`src/core/relay_node_pkg.sv`:
```
// package: register map, reset defaults and configuration limits of the switching node bank
package relay_node_pkg;

  localparam int AddrW = 8;
  localparam int DataW = 16;

  // holding registers
  localparam logic [7:0] OffOverVoltageLimit = 8'h00;
  localparam logic [7:0] OffUnderVoltageLimit = 8'h04;
  localparam logic [7:0] OffOverCurrentLimit = 8'h08;
  localparam logic [7:0] OffUnderCurrentLimit = 8'h0c;
  localparam logic [7:0] OffOverFrequencyLimit = 8'h10;
  localparam logic [7:0] OffUnderFrequencyLimit = 8'h14;
  localparam logic [7:0] OffOverTempPrewarning = 8'h18;
  localparam logic [7:0] OffHoldCurrentPeriod = 8'h1c;
  localparam logic [7:0] OffLoadHoursPreset = 8'h20;
  localparam logic [7:0] OffLoadDevVoltageRef = 8'h24;
  localparam logic [7:0] OffLoadDevCurrentRef = 8'h28;
  localparam logic [7:0] OffLoadDevPercentage = 8'h2c;
  localparam logic [7:0] OffOutputSubstituteMode = 8'h30;
  localparam logic [7:0] OffOutputSubstituteValue = 8'h34;
  localparam logic [7:0] OffFiringSetup = 8'h38;
  localparam logic [7:0] OffTimeBaseSetting = 8'h3c;
  localparam logic [7:0] OffControlLevel = 8'h40;
  localparam logic [7:0] OffOnOffControlZero = 8'h44;
  localparam logic [7:0] OffOnOffControlOne = 8'h48;
  // input registers
  localparam logic [7:0] OffHoldCurrentReading = 8'h80;
  localparam logic [7:0] OffRmsVoltageReading = 8'h84;
  localparam logic [7:0] OffLineFrequencyReading = 8'h88;
  localparam logic [7:0] OffRmsCurrentReading = 8'h8c;
  localparam logic [7:0] OffApparentPowerReading = 8'h90;
  localparam logic [7:0] OffRealPowerReading = 8'h94;
  localparam logic [7:0] OffEnergyReadingLow = 8'h98;
  localparam logic [7:0] OffEnergyReadingHigh = 8'h9c;
  localparam logic [7:0] OffSwitchRunningHours = 8'ha0;
  localparam logic [7:0] OffLoadHoursReading = 8'ha4;
  // own control block
  localparam logic [7:0] OffNodeStatus = 8'hc0;
  localparam logic [7:0] OffIrqStatus = 8'hc4;
  localparam logic [7:0] OffIrqMask = 8'hc8;

  // power-reset defaults
  localparam logic [15:0] RstOverVoltageLimit = 16'd660;
  localparam logic [15:0] RstUnderVoltageLimit = 16'd0;
  localparam logic [15:0] RstUnderCurrentLimit = 16'd0;
  localparam logic [15:0] RstOverFrequencyLimit = 16'd66;
  localparam logic [15:0] RstUnderFrequencyLimit = 16'd44;
  localparam logic [15:0] RstOverTempPrewarning = 16'd0;
  localparam logic [15:0] RstHoldCurrentPeriod = 16'd18;
  localparam logic [15:0] RstLoadHoursPreset = 16'd0;
  localparam logic [15:0] RstLoadDevVoltageRef = 16'd0;
  localparam logic [15:0] RstLoadDevCurrentRef = 16'd0;
  localparam logic [15:0] RstLoadDevPercentage = 16'd10;
  localparam logic [15:0] RstOutputSubstituteMode = 16'd1;
  localparam logic [15:0] RstOutputSubstituteValue = 16'd0;
  localparam logic [15:0] RstFiringSetup = 16'd1;
  // time base held in tenths, so 0.1 reads as 1
  localparam logic [15:0] RstTimeBaseSetting = 16'd1;
  localparam logic [15:0] RstControlLevel = 16'd0;
  localparam logic [15:0] RstOnOffControlZero = 16'd0;
  localparam logic [15:0] RstOnOffControlOne = 16'd0;

  // node identifier rules
  localparam logic [7:0] NodeIdMin = 8'd1;
  localparam logic [7:0] NodeIdMax = 8'd48;
  localparam logic [7:0] IdFactory = 8'd255;
  localparam logic [7:0] CtrlIdBadLo = 8'd248;
  localparam logic [7:0] CtrlIdZero = 8'd0;

  // interrupt status bits
  localparam int IrqCfgLost = 0;
  localparam int IrqRefused = 1;
  localparam int IrqW = 2;

  typedef enum logic [1:0] {
    CfgUnconfigured = 2'b00,
    CfgCorrect = 2'b01,
    CfgWrong = 2'b10
  } cfg_state_e;

  typedef struct packed {
    logic [15:0] holdCurrent;
    logic [15:0] rmsVoltage;
    logic [15:0] lineFrequency;
    logic [15:0] rmsCurrent;
    logic [15:0] apparentPower;
    logic [15:0] realPower;
  } live_meas_s;

  typedef struct packed {
    logic [7:0] nodeId;
    logic [7:0] ctrlId;
    logic [7:0] busPosition;
    logic [7:0] attachedCtrlId;
  } node_ident_s;

endpackage : relay_node_pkg

```
`src/core/relay_node_regs.sv`:
```
// register bank of one switching node behind an axi4-lite slave
`timescale 1ns/1ps
// Notes on behaviour
// [RULE1] host reaches controller and nodes only through the serial field link
// [RULE2] host matches its serial settings to controller defaults
// [RULE3] host gives every controller a unique identifier before operation
// [RULE4] node traffic is served only while the node is correctly configured
// [RULE5] nodes start unconfigured; host runs automatic id assignment first
// [RULE6] holding registers return to defaults on every power reset
// [RULE7] over-voltage limit resets to 660, under-voltage limit to 0
// [RULE8] over-frequency limit resets to 66, under-frequency limit to 44
// [RULE9] over-current resets to model rating, under-current to 0
// [RULE10] hold-current period resets to 18, over-temperature pre-warning to 0
// [RULE11] load deviation percentage resets to 10, both references to 0
// [RULE12] substitute mode resets to 1, substitute value to 0
// [RULE13] firing setup 1, time base 0.1, control and on/off registers 0
// [RULE14] energy and running hours resume from values kept at power-off
// [RULE15] hold current, voltage, frequency, current and powers read live values
// [RULE16] energy is read as separate low and high registers
// [RULE17] load hours preset register resets to 0
// [RULE18] correct: node id 1..48 equals bus position, controller id matches
// [RULE19] unconfigured: node id 255 or out of range, or bad controller id
module relay_node_regs #(
  parameter logic [15:0] MaxCurrentRating = 16'd100
) (
  input wire logic sys_clk,
  input wire logic rst_n,
  input wire logic [relay_node_pkg::AddrW-1:0] s_axi_awaddr,
  input wire logic s_axi_awvalid,
  output logic s_axi_awready,
  input wire logic [31:0] s_axi_wdata,
  input wire logic [3:0] s_axi_wstrb,
  input wire logic s_axi_wvalid,
  output logic s_axi_wready,
  output logic [1:0] s_axi_bresp,
  output logic s_axi_bvalid,
  input wire logic s_axi_bready,
  input wire logic [relay_node_pkg::AddrW-1:0] s_axi_araddr,
  input wire logic s_axi_arvalid,
  output logic s_axi_arready,
  output logic [31:0] s_axi_rdata,
  output logic [1:0] s_axi_rresp,
  output logic s_axi_rvalid,
  input wire logic s_axi_rready,
  input wire relay_node_pkg::live_meas_s liveMeas,
  input wire relay_node_pkg::node_ident_s nodeIdent,
  input wire logic [31:0] retainedEnergy,
  input wire logic [15:0] retainedSwitchHours,
  input wire logic [15:0] loadHoursReading,
  output logic nodeConfigured,
  output logic irq
);
  import relay_node_pkg::*;

  localparam int NHold = 19;
  localparam logic [NHold*16-1:0] HoldRst = {
    RstOnOffControlOne, RstOnOffControlZero, RstControlLevel, RstTimeBaseSetting,
    RstFiringSetup, RstOutputSubstituteValue, RstOutputSubstituteMode, // see [RULE12] [RULE13]
    RstLoadDevPercentage, RstLoadDevCurrentRef, RstLoadDevVoltageRef, // see [RULE11]
    RstLoadHoursPreset, RstHoldCurrentPeriod, RstOverTempPrewarning, // see [RULE10] [RULE17]
    RstUnderFrequencyLimit, RstOverFrequencyLimit, RstUnderCurrentLimit, // see [RULE8]
    16'd0, RstUnderVoltageLimit, RstOverVoltageLimit}; // see [RULE7]
  localparam int IdxOverCurrent = 2;

  logic [15:0] hold_q [NHold];
  logic [15:0] hold_d [NHold];
  logic awHeld_q, awHeld_d, wHeld_q, wHeld_d;
  logic [AddrW-1:0] awAddr_q, awAddr_d;
  logic [31:0] wData_q, wData_d;
  logic [3:0] wStrb_q, wStrb_d;
  logic bValid_q, bValid_d;
  logic [1:0] bResp_q, bResp_d;
  logic rValid_q, rValid_d;
  logic [1:0] rResp_q, rResp_d;
  logic [31:0] rData_q, rData_d;
  logic [IrqW-1:0] irqSts_q, irqSts_d, irqMsk_q, irqMsk_d;
  logic irq_q, irq_d;
  cfg_state_e cfg_q, cfg_d;
  logic [31:0] energy_q, energy_d;
  logic [15:0] swHours_q, swHours_d;
  logic resumed_q, resumed_d;
  logic doWrite;
  logic wrHit;
  logic [4:0] wrIdx;
  logic rdRefused, wrRefused;
  logic [31:0] rdVal;
  logic rdOk;

  // classify stored identifiers
  always_comb
  begin
    if (nodeIdent.nodeId == IdFactory || nodeIdent.nodeId < NodeIdMin ||
        nodeIdent.nodeId > NodeIdMax || nodeIdent.ctrlId == IdFactory ||
        nodeIdent.ctrlId == CtrlIdZero || nodeIdent.ctrlId >= CtrlIdBadLo)
    begin
      cfg_d = CfgUnconfigured; // see [RULE19]
    end
    else if (nodeIdent.nodeId == nodeIdent.busPosition &&
             nodeIdent.ctrlId == nodeIdent.attachedCtrlId)
    begin
      cfg_d = CfgCorrect; // see [RULE18]
    end
    else
    begin
      cfg_d = CfgWrong;
    end
  end

  // write path: address and data accepted in either order
  assign doWrite = awHeld_q && wHeld_q && !bValid_q; // see [RULE1]

  always_comb
  begin
    wrHit = 1'b0;
    wrIdx = 5'd0;
    for (int i = 0; i < NHold; i++)
    begin
      if (awAddr_q == 8'(i * 4))
      begin
        wrHit = 1'b1;
        wrIdx = 5'(i);
      end
    end
  end

  // node registers answer only for a correctly configured node
  assign wrRefused = cfg_q != CfgCorrect && awAddr_q < OffNodeStatus; // see [RULE4]

  always_comb
  begin
    awHeld_d = awHeld_q;
    wHeld_d = wHeld_q;
    awAddr_d = awAddr_q;
    wData_d = wData_q;
    wStrb_d = wStrb_q;
    bValid_d = bValid_q;
    bResp_d = bResp_q;
    irqMsk_d = irqMsk_q;
    irqSts_d = irqSts_q;
    for (int i = 0; i < NHold; i++)
    begin
      hold_d[i] = hold_q[i];
    end
    if (s_axi_awvalid && !awHeld_q)
    begin
      awHeld_d = 1'b1;
      awAddr_d = s_axi_awaddr;
    end
    if (s_axi_wvalid && !wHeld_q)
    begin
      wHeld_d = 1'b1;
      wData_d = s_axi_wdata;
      wStrb_d = s_axi_wstrb;
    end
    if (doWrite)
    begin
      awHeld_d = 1'b0;
      wHeld_d = 1'b0;
      bValid_d = 1'b1;
      bResp_d = 2'b00;
      if (awAddr_q == OffIrqMask)
      begin
        if (wStrb_q[0])
        begin
          irqMsk_d = wData_q[IrqW-1:0];
        end
      end
      else if (awAddr_q == OffIrqStatus)
      begin
        if (wStrb_q[0])
        begin
          irqSts_d = irqSts_q & ~wData_q[IrqW-1:0];
        end
      end
      else if (wrRefused)
      begin
        bResp_d = 2'b10;
      end
      else if (wrHit)
      begin
        if (wStrb_q[0])
        begin
          hold_d[wrIdx][7:0] = wData_q[7:0];
        end
        if (wStrb_q[1])
        begin
          hold_d[wrIdx][15:8] = wData_q[15:8];
        end
      end
      else if (awAddr_q == OffNodeStatus || (awAddr_q >= OffHoldCurrentReading &&
               awAddr_q <= OffLoadHoursReading && awAddr_q[1:0] == 2'b00))
      begin
        bResp_d = 2'b00; // read-only: write ignored
      end
      else
      begin
        bResp_d = 2'b11;
      end
    end
    else if (bValid_q && s_axi_bready)
    begin
      bValid_d = 1'b0;
    end
    // events set after clear so a coinciding set wins
    if (cfg_q == CfgCorrect && cfg_d != CfgCorrect)
    begin
      irqSts_d[IrqCfgLost] = 1'b1;
    end
    if ((doWrite && wrRefused && awAddr_q != OffIrqMask && awAddr_q != OffIrqStatus) ||
        (s_axi_arvalid && !rValid_q && rdRefused))
    begin
      irqSts_d[IrqRefused] = 1'b1;
    end
  end

  // read path
  assign rdRefused = cfg_q != CfgCorrect && s_axi_araddr < OffNodeStatus; // see [RULE4]

  always_comb
  begin
    rdVal = 32'h0000_0000;
    rdOk = 1'b1;
    if (s_axi_araddr < 8'(NHold * 4) && s_axi_araddr[1:0] == 2'b00)
    begin
      rdVal = {16'h0000, hold_q[s_axi_araddr[6:2]]};
    end
    else
    begin
      case (s_axi_araddr)
        OffHoldCurrentReading: rdVal = {16'h0000, liveMeas.holdCurrent}; // see [RULE15]
        OffRmsVoltageReading: rdVal = {16'h0000, liveMeas.rmsVoltage};
        OffLineFrequencyReading: rdVal = {16'h0000, liveMeas.lineFrequency};
        OffRmsCurrentReading: rdVal = {16'h0000, liveMeas.rmsCurrent};
        OffApparentPowerReading: rdVal = {16'h0000, liveMeas.apparentPower};
        OffRealPowerReading: rdVal = {16'h0000, liveMeas.realPower};
        OffEnergyReadingLow: rdVal = {16'h0000, energy_q[15:0]}; // see [RULE16]
        OffEnergyReadingHigh: rdVal = {16'h0000, energy_q[31:16]}; // see [RULE16]
        OffSwitchRunningHours: rdVal = {16'h0000, swHours_q};
        OffLoadHoursReading: rdVal = {16'h0000, loadHoursReading};
        OffNodeStatus: rdVal = {30'h0000_0000, cfg_q};
        OffIrqStatus: rdVal = {30'h0000_0000, irqSts_q};
        OffIrqMask: rdVal = {30'h0000_0000, irqMsk_q};
        default: rdOk = 1'b0;
      endcase
    end
  end

  always_comb
  begin
    rValid_d = rValid_q;
    rResp_d = rResp_q;
    rData_d = rData_q;
    if (s_axi_arvalid && !rValid_q)
    begin
      rValid_d = 1'b1;
      rResp_d = rdRefused ? 2'b10 : (rdOk ? 2'b00 : 2'b11);
      rData_d = (rdRefused || !rdOk) ? 32'h0000_0000 : rdVal;
    end
    else if (rValid_q && s_axi_rready)
    begin
      rValid_d = 1'b0;
    end
  end

  // retained counters are latched once after reset release; the supply
  // side keeps them alive, a real part would restore from nonvolatile store
  always_comb
  begin
    resumed_d = 1'b1;
    energy_d = resumed_q ? energy_q : retainedEnergy; // see [RULE14]
    swHours_d = resumed_q ? swHours_q : retainedSwitchHours; // see [RULE14]
    irq_d = |(irqSts_d & irqMsk_d);
  end

  always_ff @(posedge sys_clk or negedge rst_n)
  begin
    if (!rst_n)
    begin
      for (int i = 0; i < NHold; i++)
      begin
        hold_q[i] <= HoldRst[i*16 +: 16]; // see [RULE6]
      end
      hold_q[IdxOverCurrent] <= MaxCurrentRating; // see [RULE9]
      awHeld_q <= 1'b0;
      wHeld_q <= 1'b0;
      awAddr_q <= 8'h00;
      wData_q <= 32'h0000_0000;
      wStrb_q <= 4'h0;
      bValid_q <= 1'b0;
      bResp_q <= 2'b00;
      rValid_q <= 1'b0;
      rResp_q <= 2'b00;
      rData_q <= 32'h0000_0000;
      irqSts_q <= 2'h0;
      irqMsk_q <= 2'h0;
      irq_q <= 1'b0;
      cfg_q <= CfgUnconfigured; // see [RULE5]
      energy_q <= 32'h0000_0000;
      swHours_q <= 16'h0000;
      resumed_q <= 1'b0;
    end
    else
    begin
      for (int i = 0; i < NHold; i++)
      begin
        hold_q[i] <= hold_d[i];
      end
      awHeld_q <= awHeld_d;
      wHeld_q <= wHeld_d;
      awAddr_q <= awAddr_d;
      wData_q <= wData_d;
      wStrb_q <= wStrb_d;
      bValid_q <= bValid_d;
      bResp_q <= bResp_d;
      rValid_q <= rValid_d;
      rResp_q <= rResp_d;
      rData_q <= rData_d;
      irqSts_q <= irqSts_d;
      irqMsk_q <= irqMsk_d;
      irq_q <= irq_d;
      cfg_q <= cfg_d;
      energy_q <= energy_d;
      swHours_q <= swHours_d;
      resumed_q <= resumed_d;
    end
  end

  assign s_axi_awready = !awHeld_q;
  assign s_axi_wready = !wHeld_q;
  assign s_axi_bvalid = bValid_q;
  assign s_axi_bresp = bResp_q;
  assign s_axi_arready = !rValid_q;
  assign s_axi_rvalid = rValid_q;
  assign s_axi_rresp = rResp_q;
  assign s_axi_rdata = rData_q;
  assign nodeConfigured = cfg_q == CfgCorrect;
  assign irq = irq_q;

  AST_OVLIM_RESET: assert property (@(posedge sys_clk) $rose(rst_n) |->
    hold_q[0] == 16'd660 && hold_q[1] == 16'd0) else $error("voltage limits bad after reset"); // see [RULE7]
  AST_FREQ_RESET: assert property (@(posedge sys_clk) $rose(rst_n) |->
    hold_q[4] == 16'd66 && hold_q[5] == 16'd44) else $error("frequency limits bad after reset"); // see [RULE8]
  AST_CUR_RESET: assert property (@(posedge sys_clk) $rose(rst_n) |->
    hold_q[2] == MaxCurrentRating && hold_q[3] == 16'd0) else $error("current limits bad"); // see [RULE9]
  AST_HOLD_RESET: assert property (@(posedge sys_clk) $rose(rst_n) |->
    hold_q[7] == 16'd18 && hold_q[6] == 16'd0) else $error("hold period bad after reset"); // see [RULE10]
  AST_LDEV_RESET: assert property (@(posedge sys_clk) $rose(rst_n) |->
    hold_q[11] == 16'd10 && hold_q[9] == 16'd0 && hold_q[10] == 16'd0)
    else $error("load deviation defaults bad"); // see [RULE11]
  AST_SUBST_RESET: assert property (@(posedge sys_clk) $rose(rst_n) |->
    hold_q[12] == 16'd1 && hold_q[13] == 16'd0) else $error("substitute defaults bad"); // see [RULE12]
  AST_FIRE_RESET: assert property (@(posedge sys_clk) $rose(rst_n) |->
    hold_q[14] == 16'd1 && hold_q[15] == 16'd1 && hold_q[16] == 16'd0 && hold_q[17] == 16'd0 &&
    hold_q[18] == 16'd0) else $error("firing defaults bad"); // see [RULE13]
  AST_PRESET_RESET: assert property (@(posedge sys_clk) $rose(rst_n) |->
    hold_q[8] == 16'd0) else $error("load hours preset bad"); // see [RULE17]
  AST_REFUSE: assert property (@(posedge sys_clk) disable iff (!rst_n)
    s_axi_arvalid && s_axi_arready && cfg_q != CfgCorrect && s_axi_araddr < 8'hc0 |=>
    s_axi_rvalid && s_axi_rresp == 2'b10) else $error("unconfigured node served"); // see [RULE4]
  AST_UNCFG: assert property (@(posedge sys_clk) disable iff (!rst_n)
    nodeIdent.nodeId == 8'd255 |=> cfg_q == CfgUnconfigured) else $error("factory id not unconfigured"); // see [RULE19]
  AST_CORRECT: assert property (@(posedge sys_clk) disable iff (!rst_n)
    cfg_q == CfgCorrect |-> $past(nodeIdent.nodeId) == $past(nodeIdent.busPosition))
    else $error("correct state with id mismatch"); // see [RULE18]
  AST_ENERGY: assert property (@(posedge sys_clk) disable iff (!rst_n)
    s_axi_arvalid && s_axi_arready && s_axi_araddr == 8'h9c && cfg_q == CfgCorrect |=>
    s_axi_rdata[15:0] == $past(energy_q[31:16])) else $error("energy high word wrong"); // see [RULE16]

endmodule : relay_node_regs

```
`config.mk`:
```
export PLATFORM = sky130hd
export DESIGN_NAME = relay_node_regs
export DESIGN_NICKNAME = d
export VERILOG_FILES = /design/src/core/relay_node_pkg.sv /design/src/core/relay_node_regs.sv
export SDC_FILE = /design/constraint.sdc
export NUM_CORES = 1
export LEC_CHECK = 0
export ABC_CLOCK_PERIOD_IN_PS = 6200
export BUFFER_PORTS_ARGS = -buffer_cell sky130_fd_sc_hd__buf_2
export CAP_MARGIN = 5
export CELL_PAD_IN_SITES_DETAIL_PLACEMENT = 1
export CELL_PAD_IN_SITES_GLOBAL_PLACEMENT = 1
export CORE_MARGIN = 4
export CORE_UTILIZATION = 44
export DETAILED_ROUTE_END_ITERATION = 12
export PLACE_DENSITY_LB_ADDON = 0.15
export SLEW_MARGIN = 0
export SYNTH_ARGS = -nofsm -noshare
export SYNTH_HDL_FRONTEND = slang
export SYNTH_SLANG_ARGS = --single-unit
```
`constraint.sdc`:
```
create_clock -name sys_clk -period 6.2 [get_ports sys_clk]
set_input_delay 1.86 -clock sys_clk [delete_from_list [all_inputs] [get_ports sys_clk]]
set_output_delay 1.86 -clock sys_clk [all_outputs]
set_load 0.05 [all_outputs]
```
==> flow_metrics.env <==
export IMPL_holdWs_ps=486
export IMPL_worst_slew_pin_slew_ps=1060
export IMPL_yosysSeqAreaShare_pct=50.6
export IMPL_grt_max_degree=134
export IMPL_grt_ovfl_total=0
export IMPL_fin_skew_ps=17.5
export IMPL_drt_iter0_markers=1042
export IMPL_syn_inst=1491
export IMPL_cts_hold_buf=0
export IMPL_wl_um=61900
export IMPL_path_max_fanout=57
export IMPL_synthArstFlopShare_pct=100
export IMPL_place_area_um2=22100
export IMPL_drive_gt1_share_pct=50.5
export IMPL_drcViolationCount=0
export IMPL_fillers=4610
export IMPL_detail_route_wl_per_cell_um=26.3
export IMPL_grt_pass1_wl_um=94100
export IMPL_synth_flop_cell="dfrtp_1"
export IMPL_core_area_um2=45500
export IMPL_report_final_setup_viol=0
export IMPL_synthAdderAreaFrac_pct=0
export IMPL_drv_slew=0
export IMPL_synthesis_area_um2=20300
export IMPL_maxCapViolCount=0
export IMPL_arrival_ps=4540
export IMPL_cts_inserted_buffers=46
export IMPL_clock_sinks=410
export IMPL_grt_usage_pct=24.7
export IMPL_synth_compound_area_share_pct=6.59
export IMPL_post_synth_cell_area_avg_um2=13.6
export IMPL_p_leak_nw=11.0
export IMPL_first_pass_iters=4
export IMPL_io_buffers=259
export IMPL_rsz0062_at_grt="false"
export IMPL_end_kind="flop"
export IMPL_hold_viol=0
export IMPL_synth_cell_types=81
export IMPL_area_growth_pct=16.2
export IMPL_viasPerCell=5.81
export IMPL_fin_crit_ps=4080
export IMPL_clock_fmax_mhz=245
export IMPL_ys_ff_latch=410
export IMPL_p_per_area_nw_per_um2=298
export IMPL_max_vdd_ir_drop_mv=0.242
export IMPL_tns_ps=0
export IMPL_hpwl_um=43000
export IMPL_power_mw=7.03
export IMPL_status="completed"
export IMPL_synth_xor_area_share_pct=0.689
export IMPL_synth_edf_count=0
export IMPL_top_level_ports=294
export IMPL_nets=1961
export IMPL_antenna_found_initial=5
export IMPL_cts_setup_buffers=0
export IMPL_postCtsResizedCells=0
export IMPL_layout_commonest_cell="mux2_2"
export IMPL_cts_tree="done"
export IMPL_fin_crit_sh_pct=65.7
export IMPL_yosys_warnings=0
export IMPL_layout_common_cells="mux2_2 (395), dfrtp_1 (390), buf_2 (256), mux4_2 (77), nand2_1 (72)"
export IMPL_clk_path_buf_depth=3
export IMPL_synthMuxAreaShare_pct=32.1
export IMPL_grt_pass1_vias=14600
export IMPL_insertion_delay_ps=580
export IMPL_route_vias_total=13700
export IMPL_die_h_um=223
export IMPL_start_kind="primary input"
export IMPL_rows=78
export IMPL_htreeDepth=2
export IMPL_crit_type="in -> reg"
export IMPL_final_area_um2=23600
export IMPL_clockRootBuffer="clkbuf_16"
export IMPL_max_slew_margin_pct=29.1
export IMPL_min_path_type="reg -> reg"
export IMPL_cp_required_ps=6660
export IMPL_synth_top_family_by_area="multiplexers"
export IMPL_drt_antenna_violating_nets=0
export IMPL_die_w_um=223
export IMPL_die_area_um2=49700
export IMPL_synthSimpleGateAreaFrac_pct=6.78
export IMPL_clkSlewWorstSetupHoldPaths_ps=60
export IMPL_place_gp_congestion=0.891
export IMPL_floorplan_initialDensity_pct=44.7
==> cell usage after synthesis, types with 7 or more instances <==
cell type    n  area [um2]
nand2_1     72         270
a21oi_1     34         170
nor2_1      31         116
buf_2       25         125
o21ai_0     23         115
mux2i_1     34         340
nor4_1      12        75.1
nand3_1     18        90.1
a32o_1      10         100
nand2b_1     8        50.1
nor2_2      11        68.8
o211ai_1    15         113
mux4_2      77        1730
a22o_1      11        96.3
clkbuf_1    61         229
dfrtp_1    391        9780
mux2_2     395        4450
a2111oi_0    8        70.1
a22oi_1     21         158
buf_1       16        60.1
and3b_1      7        61.3
xor2_1      16         140
dfstp_2     19         499
nor2b_1     15        93.8
buf_4       23         173
inv_1       10        37.5
a211oi_1     8        60.1
==> flip-flops by register name (all words and copies together), names as in the netlist, 2 cells and up <==
signal,flops
energy_q,32
irqSts_q,2
swHours_q,16
s_axi_rdata,16
awAddr_q,8
wStrb_q,2
s_axi_rresp,2
wData_q,16
irqMsk_q,2
cfg_q,2
hold_q,304
s_axi_bresp,2
==> cell type report <==
cell class	instances	area, um2	area share, %
clock inverter	9	92.6	0.392
antenna	3	7.51	0.0318
sequential	410	10300	43.5
multi-input combinational	957	9460	40.1
inverter	12	45.0	0.191
timing repair buffer	283	1550	6.55
clock buffer	77	1430	6.05
tap	600	751	3.18
==> metal layers <==
| layer | GRT usage, % | up-vias | wire (um) |
|---|---|---|---|
| met5 | 0 | - | 20 |
| met4 | 6.42 | 4 | 1400 |
| met3 | 5.71 | 87 | 3520 |
| met2 | 40.2 | 371 | 29900 |
| met1 | 33.6 | 7199 | 27100 |
| li1 | - | 5995 | - |
==> where the power goes <==
| part | internal (mW) | leakage (nW) | switching, mW |
|---|---|---|---|
| Combinational | 0.412 | 4.83 | 0.550 |
| Clock | 1.61 | 0.750 | 1.11 |
| Sequential | 2.86 | 5.46 | 0.483 |
==> per-stage QoR <==
step	cells	util (%)	worst slack, ps
after floorplan	1506	-	2410
after global placement	2262	48.6	1550
after detailed placement	2262	48.6	1510
after CTS	2348	51.9	2130
after global routing	2351	51.9	1930
final	2351	51.9	2120
==> critical path: stages <==
cell and delay (ps):
clkbuf_8 540, buf_4 350, mux4_2 550, a221oi_1 600, o211ai_1 270, a32o_1 310
==> worst paths after layout <==
kind,startpoint,endpoint,slack [ps],cells after the start
min in group asynchronous,rst_n,hold_q[92],1300,1
hold reg to reg,s_axi_bresp[1],s_axi_bresp[1],490,1
setup reg to reg,awAddr_q[4],hold_q[24],3250,5
hold / removal,s_axi_bresp[1],s_axi_bresp[1],490,1
setup / recovery,s_axi_araddr[2],s_axi_rdata[2],2120,6
max in group asynchronous,rst_n,resumed_q,3620,2
==> cells by family (layout without fill, tap and decap cells) <==
| group | after synthesis | count (layout) |
|---|---|---|
| AO/OA/AOI/OAI | 182 | 182 |
| AND/OR/NAND/NOR | 236 | 236 |
| buffers and inverters | 139 | 381 |
| flip-flops | 410 | 410 |
| other | 2 | 20 |
| XOR/XNOR | 16 | 16 |
| multiplexers | 506 | 506 |
(Power assumes the default switching activity.)
